File: config.mk
export PLATFORM = sky130hd
export DESIGN_NAME = epic_ctrl
export DESIGN_NICKNAME = d
export VERILOG_FILES = /design/src/design/epic_pkg.sv /design/src/design/epic_ctrl.sv
export SDC_FILE = /design/constraint.sdc
export NUM_CORES = 1
export LEC_CHECK = 0
export ABC_AREA = 1
export BUFFER_PORTS_ARGS = -buffer_cell sky130_fd_sc_hd__buf_2
export CELL_PAD_IN_SITES_DETAIL_PLACEMENT = 0
export CELL_PAD_IN_SITES_GLOBAL_PLACEMENT = 1
export CORE_ASPECT_RATIO = 0.7
export CORE_MARGIN = 5
export CORE_UTILIZATION = 45
export DETAILED_ROUTE_END_ITERATION = 8
export PLACE_DENSITY_LB_ADDON = 0.1
export SYNTH_ARGS = -nofsm -noshare
export SYNTH_HDL_FRONTEND = slang
export SYNTH_SLANG_ARGS = --single-unit
export TNS_END_PERCENT = 20
File: constraint.sdc
create_clock -name clk_i -period 3.2 [get_ports clk_i]
set_clock_uncertainty 0.2 [all_clocks]
set_input_delay 0.16 -clock clk_i [delete_from_list [all_inputs] [get_ports clk_i]]
set_output_delay 0.16 -clock clk_i [all_outputs]
set_load 0.005 [all_outputs]
File: src/design/epic_pkg.sv
package epic_pkg;

  // ==========================================================
  // Register map (data-space offsets)
  // ==========================================================
  localparam logic [7:0] ADDR_GROUP_FLAGS = 8'h3b;
  localparam logic [7:0] ADDR_EXT_FLAGS = 8'h3c;
  localparam logic [7:0] ADDR_EXT_MASK = 8'h3d;
  localparam logic [7:0] ADDR_GROUP_ENABLE = 8'h68;
  localparam logic [7:0] ADDR_SENSE = 8'h69;
  localparam logic [7:0] ADDR_MASK_G0 = 8'h6a;
  localparam logic [7:0] ADDR_MASK_G1 = 8'h6b;
  localparam logic [7:0] ADDR_MASK_G2 = 8'h6c;
  localparam logic [7:0] ADDR_MASK_G3 = 8'h6d;
  // I/O instruction view: data-space offset minus this, limited to the I/O range
  localparam logic [7:0] IO_ALIAS_OFFSET = 8'h20;
  localparam logic [7:0] IO_SPACE_MAX = 8'h3f;

  // ==========================================================
  // Reset values
  // ==========================================================
  localparam logic [7:0] RESET_EXT_FLAGS = 8'h00;
  localparam logic [7:0] RESET_EXT_MASK = 8'h00;
  localparam logic [7:0] RESET_GROUP_ENABLE = 8'h00;
  localparam logic [7:0] RESET_GROUP_FLAGS = 8'h00;
  localparam logic [7:0] RESET_SENSE = 8'h00;
  localparam logic [7:0] RESET_CHANGE_MASK = 8'h00;

  // ==========================================================
  // Sense field encoding and layout
  // ==========================================================
  localparam int SENSE_W = 2;
  localparam logic [1:0] SENSE_LOW = 2'h0;
  localparam logic [1:0] SENSE_ANY = 2'h1;
  localparam logic [1:0] SENSE_FALL = 2'h2;
  localparam logic [1:0] SENSE_RISE = 2'h3;

  // ==========================================================
  // Pin-change group layout and timing
  // ==========================================================
  localparam int G3_MSB = 27;
  localparam int G3_LSB = 24;
  localparam int G2_MSB = 23;
  localparam int G2_LSB = 16;
  localparam int G1_MSB = 14;
  localparam int G1_LSB = 8;
  localparam int G0_MSB = 7;
  localparam int G0_LSB = 0;
  localparam int CLK_PERIOD_PS = 8000;
  localparam int MIN_PULSE_PS = 8000;
  localparam int MIN_PULSE_CYC = (MIN_PULSE_PS + CLK_PERIOD_PS - 1) / CLK_PERIOD_PS;

  // ==========================================================
  // Types
  // ==========================================================
  typedef enum logic [3:0] {
    SEL_NONE, SEL_GROUP_FLAGS, SEL_EXT_FLAGS, SEL_EXT_MASK, SEL_GROUP_ENABLE,
    SEL_SENSE, SEL_MASK_G0, SEL_MASK_G1, SEL_MASK_G2, SEL_MASK_G3
  } epic_reg_e;

  typedef struct packed {
    logic [7:0] addr;
    logic io_space;
    logic wr;
    logic rd;
    logic [7:0] wdata;
  } epic_bus_req_s;

endpackage

File: src/design/epic_ctrl.sv
// Functional notes
// - Sense code per pin: 00 low level, 01 any change, 10 falling, 11 rising.
// - Pin is sampled before edge detection; pulses over one clock are caught.
// - Pin request reaches the CPU only with global enable and its mask bit.
// - Mask register holds one enable per pin, bit n for pin n.
// - Pin activity requests even when the pin is driven as an output.
// - Each external pin has its own vector request line.
// - A matching edge or change sets that pin's flag, bits 3 to 0.
// - Flag clears when the CPU runs the matching vector.
// - Writing one clears a flag; writing zero leaves it.
// - Flag reads zero while its pin is in low-level mode.
// - Four group enables, bits 3 to 0, gated by global enable.
// - Groups: 3 pins 27:24, 2 pins 23:16, 1 pins 14:8, 0 pins 7:0.
// - A pin joins its group only when its own mask bit is set.
// - Each pin-change group has its own vector request line.
// - Flag registers and the external mask register decode at data offset and offset minus 0x20.
// - Mask, flag and group enable registers reset to zero.
// - Pins 3 and 2 use the same sense encoding as pins 1 and 0.
// - Group flag set on enabled change, cleared by vector or write one.
// - Pin-change detection drives wake_o only through logic clocked by clk_i.
`timescale 1ns/1ps
`default_nettype none

module epic_ctrl
  import epic_pkg::*;
#(
  parameter int EXT_PINS = 4,
  parameter int CHANGE_PINS = 28
) (
  input wire logic clk_i,
  input wire logic rst_b_i,
  input wire epic_bus_req_s bus_i,
  input wire logic global_irq_enable_i,
  input wire logic [7:0] vec_ack_i,
  input wire logic [3:0] ext_pin_i,
  input wire logic [27:0] change_pin_i,
  output logic [7:0] rdata_o,
  output logic [7:0] irq_req_o,
  output logic wake_o
);

  // ==========================================================
  // Elaboration check
  // ==========================================================
  if (EXT_PINS != 4 || CHANGE_PINS != 28) begin : g_bad_size
    $error("epic_ctrl serves exactly four external and 28 change pins");
  end

  // ==========================================================
  // Helpers
  // ==========================================================
  // Both address views land on one register select
  function automatic epic_reg_e decode(input logic [7:0] addr, input logic io_space);
    logic [7:0] ds;
    ds = addr;
    if (io_space) begin
      ds = (addr <= IO_SPACE_MAX) ? 8'(addr + IO_ALIAS_OFFSET) : 8'h00;
    end
    if (ds == ADDR_GROUP_FLAGS) begin
      return SEL_GROUP_FLAGS;
    end else if (ds == ADDR_EXT_FLAGS) begin
      return SEL_EXT_FLAGS;
    end else if (ds == ADDR_EXT_MASK) begin
      return SEL_EXT_MASK;
    end else if (ds == ADDR_GROUP_ENABLE && !io_space) begin
      return SEL_GROUP_ENABLE;
    end else if (ds == ADDR_SENSE && !io_space) begin
      return SEL_SENSE;
    end else if (ds == ADDR_MASK_G0 && !io_space) begin
      return SEL_MASK_G0;
    end else if (ds == ADDR_MASK_G1 && !io_space) begin
      return SEL_MASK_G1;
    end else if (ds == ADDR_MASK_G2 && !io_space) begin
      return SEL_MASK_G2;
    end else if (ds == ADDR_MASK_G3 && !io_space) begin
      return SEL_MASK_G3;
    end else begin
      return SEL_NONE;
    end
  endfunction

  // Edge/change match for one sense code
  function automatic logic edge_hit(input logic [1:0] code, input logic now, input logic prev);
    case (code)
      SENSE_ANY: return now ^ prev;
      SENSE_FALL: return prev & ~now;
      SENSE_RISE: return now & ~prev;
      default: return 1'b0;
    endcase
  endfunction

  // ==========================================================
  // State
  // ==========================================================
  logic [7:0] sense;
  logic [3:0] ext_mask;
  logic [3:0] ext_flags;
  logic [3:0] group_enable;
  logic [3:0] group_flags;
  logic [7:0] mask_g0;
  logic [6:0] mask_g1;
  logic [7:0] mask_g2;
  logic [3:0] mask_g3;
  logic [3:0] ext_now;
  logic [3:0] ext_prev;
  logic [27:0] chg_now;
  logic [27:0] chg_prev;
  logic sample_valid;
  logic sample_armed;
  logic [3:0] next_ext_flags;
  logic [3:0] next_group_flags;
  logic [3:0] ext_hit;
  logic [3:0] ext_level;
  logic [3:0] group_hit;
  logic [27:0] chg_enable;
  logic [27:0] chg_diff;
  logic [7:0] next_irq_req;
  logic [7:0] next_rdata;
  epic_reg_e sel;
  logic wr_ext_flags;
  logic wr_group_flags;

  assign sel = decode(bus_i.addr, bus_i.io_space);
  assign wr_ext_flags = bus_i.wr && sel == SEL_EXT_FLAGS;
  assign wr_group_flags = bus_i.wr && sel == SEL_GROUP_FLAGS;

  // ==========================================================
  // Pin sampling
  // ==========================================================
  // Pins are sampled even when driven by the port as outputs
  always_ff @(posedge clk_i) begin
    if (!rst_b_i) begin
      ext_now <= 4'h0;
      ext_prev <= 4'h0;
      chg_now <= 28'h0;
      chg_prev <= 28'h0;
      sample_valid <= 1'b0;
      sample_armed <= 1'b0;
    end else begin
      ext_now <= ext_pin_i;
      ext_prev <= ext_now;
      chg_now <= change_pin_i;
      chg_prev <= chg_now;
      // Two stages: both samples must hold real pin values before edges count
      sample_armed <= 1'b1;
      sample_valid <= sample_armed;
    end
  end

  // ==========================================================
  // Event detection
  // ==========================================================
  // One sense field per pin, same encoding for all four
  always_comb begin
    for (int i = 0; i < 4; i++) begin
      ext_level[i] = sense[SENSE_W*i +: SENSE_W] == SENSE_LOW;
      ext_hit[i] = sample_valid && edge_hit(sense[SENSE_W*i +: SENSE_W], ext_now[i], ext_prev[i]);
    end
  end

  // Pin 15 has no mask bit, so it never joins group 1
  assign chg_enable = {mask_g3, mask_g2, 1'b0, mask_g1, mask_g0};
  assign chg_diff = (chg_now ^ chg_prev) & chg_enable & {28{sample_valid}};
  assign group_hit = {|chg_diff[G3_MSB:G3_LSB], |chg_diff[G2_MSB:G2_LSB],
                      |chg_diff[G1_MSB:G1_LSB], |chg_diff[G0_MSB:G0_LSB]};

  // ==========================================================
  // Flags: set wins over any clear
  // ==========================================================
  always_comb begin
    for (int i = 0; i < 4; i++) begin
      if (ext_level[i]) begin
        next_ext_flags[i] = 1'b0;
      end else if (ext_hit[i]) begin
        next_ext_flags[i] = 1'b1;
      end else if ((wr_ext_flags && bus_i.wdata[i]) || vec_ack_i[i]) begin
        next_ext_flags[i] = 1'b0;
      end else begin
        next_ext_flags[i] = ext_flags[i];
      end
      if (group_hit[i]) begin
        next_group_flags[i] = 1'b1;
      end else if ((wr_group_flags && bus_i.wdata[i]) || vec_ack_i[4+i]) begin
        next_group_flags[i] = 1'b0;
      end else begin
        next_group_flags[i] = group_flags[i];
      end
    end
  end

  always_ff @(posedge clk_i) begin
    if (!rst_b_i) begin
      ext_flags <= RESET_EXT_FLAGS[3:0];
      group_flags <= RESET_GROUP_FLAGS[3:0];
    end else begin
      ext_flags <= next_ext_flags;
      group_flags <= next_group_flags;
    end
  end

  // ==========================================================
  // Control registers
  // ==========================================================
  // Only the implemented low bits are stored; the rest read zero
  always_ff @(posedge clk_i) begin
    if (!rst_b_i) begin
      sense <= RESET_SENSE;
      ext_mask <= RESET_EXT_MASK[3:0];
      group_enable <= RESET_GROUP_ENABLE[3:0];
      mask_g0 <= RESET_CHANGE_MASK;
      mask_g1 <= RESET_CHANGE_MASK[6:0];
      mask_g2 <= RESET_CHANGE_MASK;
      mask_g3 <= RESET_CHANGE_MASK[3:0];
    end else if (bus_i.wr) begin
      if (sel == SEL_SENSE) begin
        sense <= bus_i.wdata;
      end else if (sel == SEL_EXT_MASK) begin
        ext_mask <= bus_i.wdata[3:0];
      end else if (sel == SEL_GROUP_ENABLE) begin
        group_enable <= bus_i.wdata[3:0];
      end else if (sel == SEL_MASK_G0) begin
        mask_g0 <= bus_i.wdata;
      end else if (sel == SEL_MASK_G1) begin
        mask_g1 <= bus_i.wdata[6:0];
      end else if (sel == SEL_MASK_G2) begin
        mask_g2 <= bus_i.wdata;
      end else if (sel == SEL_MASK_G3) begin
        mask_g3 <= bus_i.wdata[3:0];
      end
    end
  end

  // ==========================================================
  // Read path, one cycle after the read strobe
  // ==========================================================
  always_comb begin
    case (sel)
      SEL_GROUP_FLAGS: next_rdata = {4'h0, group_flags};
      SEL_EXT_FLAGS: next_rdata = {4'h0, ext_flags};
      SEL_EXT_MASK: next_rdata = {4'h0, ext_mask};
      SEL_GROUP_ENABLE: next_rdata = {4'h0, group_enable};
      SEL_SENSE: next_rdata = sense;
      SEL_MASK_G0: next_rdata = mask_g0;
      SEL_MASK_G1: next_rdata = {1'b0, mask_g1};
      SEL_MASK_G2: next_rdata = mask_g2;
      SEL_MASK_G3: next_rdata = {4'h0, mask_g3};
      default: next_rdata = 8'h00;
    endcase
  end

  always_ff @(posedge clk_i) begin
    if (!rst_b_i) begin
      rdata_o <= 8'h00;
    end else if (bus_i.rd) begin
      rdata_o <= next_rdata;
    end
  end

  // ==========================================================
  // Vector requests and wake
  // ==========================================================
  // A low level requests directly, so a level held only briefly may be missed
  always_comb begin
    for (int i = 0; i < 4; i++) begin
      next_irq_req[i] = global_irq_enable_i && ext_mask[i] &&
                        (ext_level[i] ? ~ext_now[i] : ext_flags[i]);
      next_irq_req[4+i] = global_irq_enable_i && group_enable[i] && group_flags[i];
    end
  end

  always_ff @(posedge clk_i) begin
    if (!rst_b_i) begin
      irq_req_o <= 8'h00;
      wake_o <= 1'b0;
    end else begin
      irq_req_o <= next_irq_req;
      // Masked compare of sampled pins, no flag needed, so a sleep controller can act on it
      wake_o <= |(chg_diff) || |(ext_level & ext_mask & ~ext_now);
    end
  end
endmodule

`default_nettype wire

==> metrics <==
status=completed; Synth top cells by count=nand2_1, dfxtp_1, inv_1; Worst Tran Pin Value=0.665 ns; Static Leakage=3.46 nW; PD cells=536 nW/um^2; hpwl dp=11400 um; most common cell in the netlist=nand2_1; Std-Cell Core Area=12400 sq um; syn nets=834; CP max stage delay=0.50 ns; area of the multi-input gates=2470 sq um; PortBufs=77; sequential cell area=2640 sq um; clock sinks=132; critical path's most frequent cell=nand2_1; maximum capacitance violations=0; prevailing post-synth register cell=dfxtp_1; Die ar.=15100 sq um; Reg clk slew, reported paths=0.06 ns; ant diodes=0; clock latency at the later pin of the worst-skew pair=0.41 ns; post-route ant nets=0; final non-filler cell total=1063; root buf cell=clkbuf_16; area grow syn2layout=28.6%; Final Cycle Share=67.0%; Post-Place Cells=980; Via density=4.97; Detailed Route Iter0 Violations=500; Yosys cell types=42; Synth top area share=46.3%; minimum clock period=2.14 ns; worst-path maximum fanout=24; Die Ht=104 um; CTS tree=built; Initial Util=46.0%; Final #Nets=959; Setup violations, final=0; Yosys warning total=0; first-pass GRT wire length=25100 um; Die X=145 um; Tot Pwr=3.94 mW; pin count of the biggest net entering global routing=51; Post-synth EDFFs=0; Max-slew headroom=55.5%; Critical Path, Cell by Cell=buf_2 -> inv_2 -> nand2_1 -> nand2_1 -> nand3b_1 -> nor2_4 -> nand3_2 -> nor2_4 -> nand2_1 -> a21oi_1; Worst EP arrival=2.28 ns; Max VDD drop=384 uV; total negative setup slack=0 ns; DRC Markers=0; WL per Instance=14.7 um; GR Overflow Total=0; Avg Cell Area, Syn=7.48 sq um; type of origin of the critical path=input port; final weighted congestion in routability-driven placement=0.909; dominant cell type by area after synthesis=dfxtp_1; site row count=34; Crit-path slowest cell=nor2_4; Hold Path Depth=6; share of cells above drive strength 1=16.3%; Slew Viols, Final=0; Hold Vio Cnt, Final=0; initial antenna violation count=0; Post-Syn Instances=763; Num CTS Buffers=17; post-synthesis cell area=5710 sq um; vias=5285; RSZ-0062 raised after global routing=no; CP Capture Type=flip-flop; Clock Path Buffers=2; Post-synth ARST share=0%; Highest Clock Rate=0.466 GHz; Synth Register Bits=132; sequential share of the synthesized area=46.3%; cell area after layout=7340 sq um; Final Util=59.1%; DRT Wirelength=15600 um; DP Area=6220 sq um; r2r worst-path depth=7; io pins=79; post_cts resized=0; 1st-pass router iterations=5; most area-consuming cells after synthesis=dfxtp_1, nand2_1, inv_1, a21oi_1, nor2_1; Hold Crit Class=input port to flip-flop; Setup CP Type=input port to flip-flop; CP required=3.34 ns; GRT Util Overall=21.3%; # H-tree levels=4; vias in the first global route=4991; Fill cells=1146
==> logic make-up (layout without fill, tap and decap cells) <==
group	Yosys count	after routing	share of synthesized area, %
AND/OR/NAND/NOR	327	327	26.9
adder cells (fa/ha/maj)	9	9	1.97
buffers and inverters	155	293	10.5
XOR/XNOR	10	10	1.53
flip-flops	132	132	46.3
AO/OA/AOI/OAI	130	130	12.8
==> path summary, 6_finish.rpt <==
path / slack (ns) / from / end
worst min register to register: 0.21 / sample_armed$_DFF_P_ / sample_valid$_SDFF_PN0_
worst min-delay path: 0.07 / bus_i[15] / mask_g1[6]$_SDFFE_PN0P_
worst max-delay path: 1.06 / bus_i[10] / mask_g0[5]$_SDFFE_PN0P_
worst max register to register: 1.26 / chg_prev[25]$_SDFF_PN0_ / wake_o$_SDFF_PN0_
==> stage by stage <==
step	hold slack, ns	worst slack, ns
3_3_place_gp	0.139	0.808
4_1_cts	0.0651	1.15
2_1_floorplan	-0.0123	1.45
6_report	0.0745	1.06
5_1_grt	0.0853	0.849
3_5_place_dp	0.143	0.734
==> report_power, final <==
group | leakage (nW) | internal (mW) | switching (mW)
clock | 0.284 | 1.22 | 0.762
combinational | 2.10 | 0.109 | 0.133
sequential | 1.08 | 1.68 | 0.0250
==> repair_timing <==
action | CTS | global route
hold buffers | 51 | 0
hold endpoints to repair | 85 | 0
setup buffers | 0 | 0
==> layer usage <==
metal | share of wire (%) | GRT usage, % | routed length, um
met2 | 43 | 31.1 | 6660
met4 | 1.7 | 7.06 | 272
met5 | 0 | 0 | 0
met1 | 48 | 31.6 | 7500
met3 | 7.4 | 3.54 | 1160
==> flip-flops by register name, summed over array words and instances, names as in the netlist <==
name,cells
chg_now,27
sense,8
ext_prev,4
irq_req_o,8
mask_g3,4
ext_flags,4
sample_armed,1
group_flags,4
rdata_o,8
mask_g0,8
wake_o,1
mask_g2,8
chg_prev,27
ext_mask,4
sample_valid,1
group_enable,4
mask_g1,7
ext_now,4
==> layout by cell type (no fill, tap or decap), drive strengths merged <==
cell type    instances
nor2                67
a22oi                2
o311ai               2
xnor2                4
bufinv               2
nor3b                1
nand3               31
a221oi               2
clkinv               1
clkbuf              20
o21a                 2
dfxtp              132
nand2              179
o22ai                2
o221ai               1
dlygate4sd3         51
clkinvlp             5
nand4               25
a211oi               8
buf                 81
a211o                3
o21ai               42
a22o                 2
or2                  4
xor2                 6
o211ai               2
nor3                17
a21oi               62
nand3b               2
nor4                 1
inv                133
ha                   9
==> critical path, delay by kind of cell <==
| kind | cells | cell delay (ns) |
|---|---|---|
| buffers and inverters | 2 | 0.40 |
| AO/OA/AOI/OAI | 1 | 0.16 |
| AND/OR/NAND/NOR | 7 | 1.55 |
==> final cells by class <==
type	count	area share, %
clock buffer	20	6.35
clock inverter	12	1.96
tap	162	2.76
inverter	129	6.59
timing repair buffer	132	12.8
sequential	132	36.0
multi-input combinational	476	33.6
(Power assumes the default switching activity.)
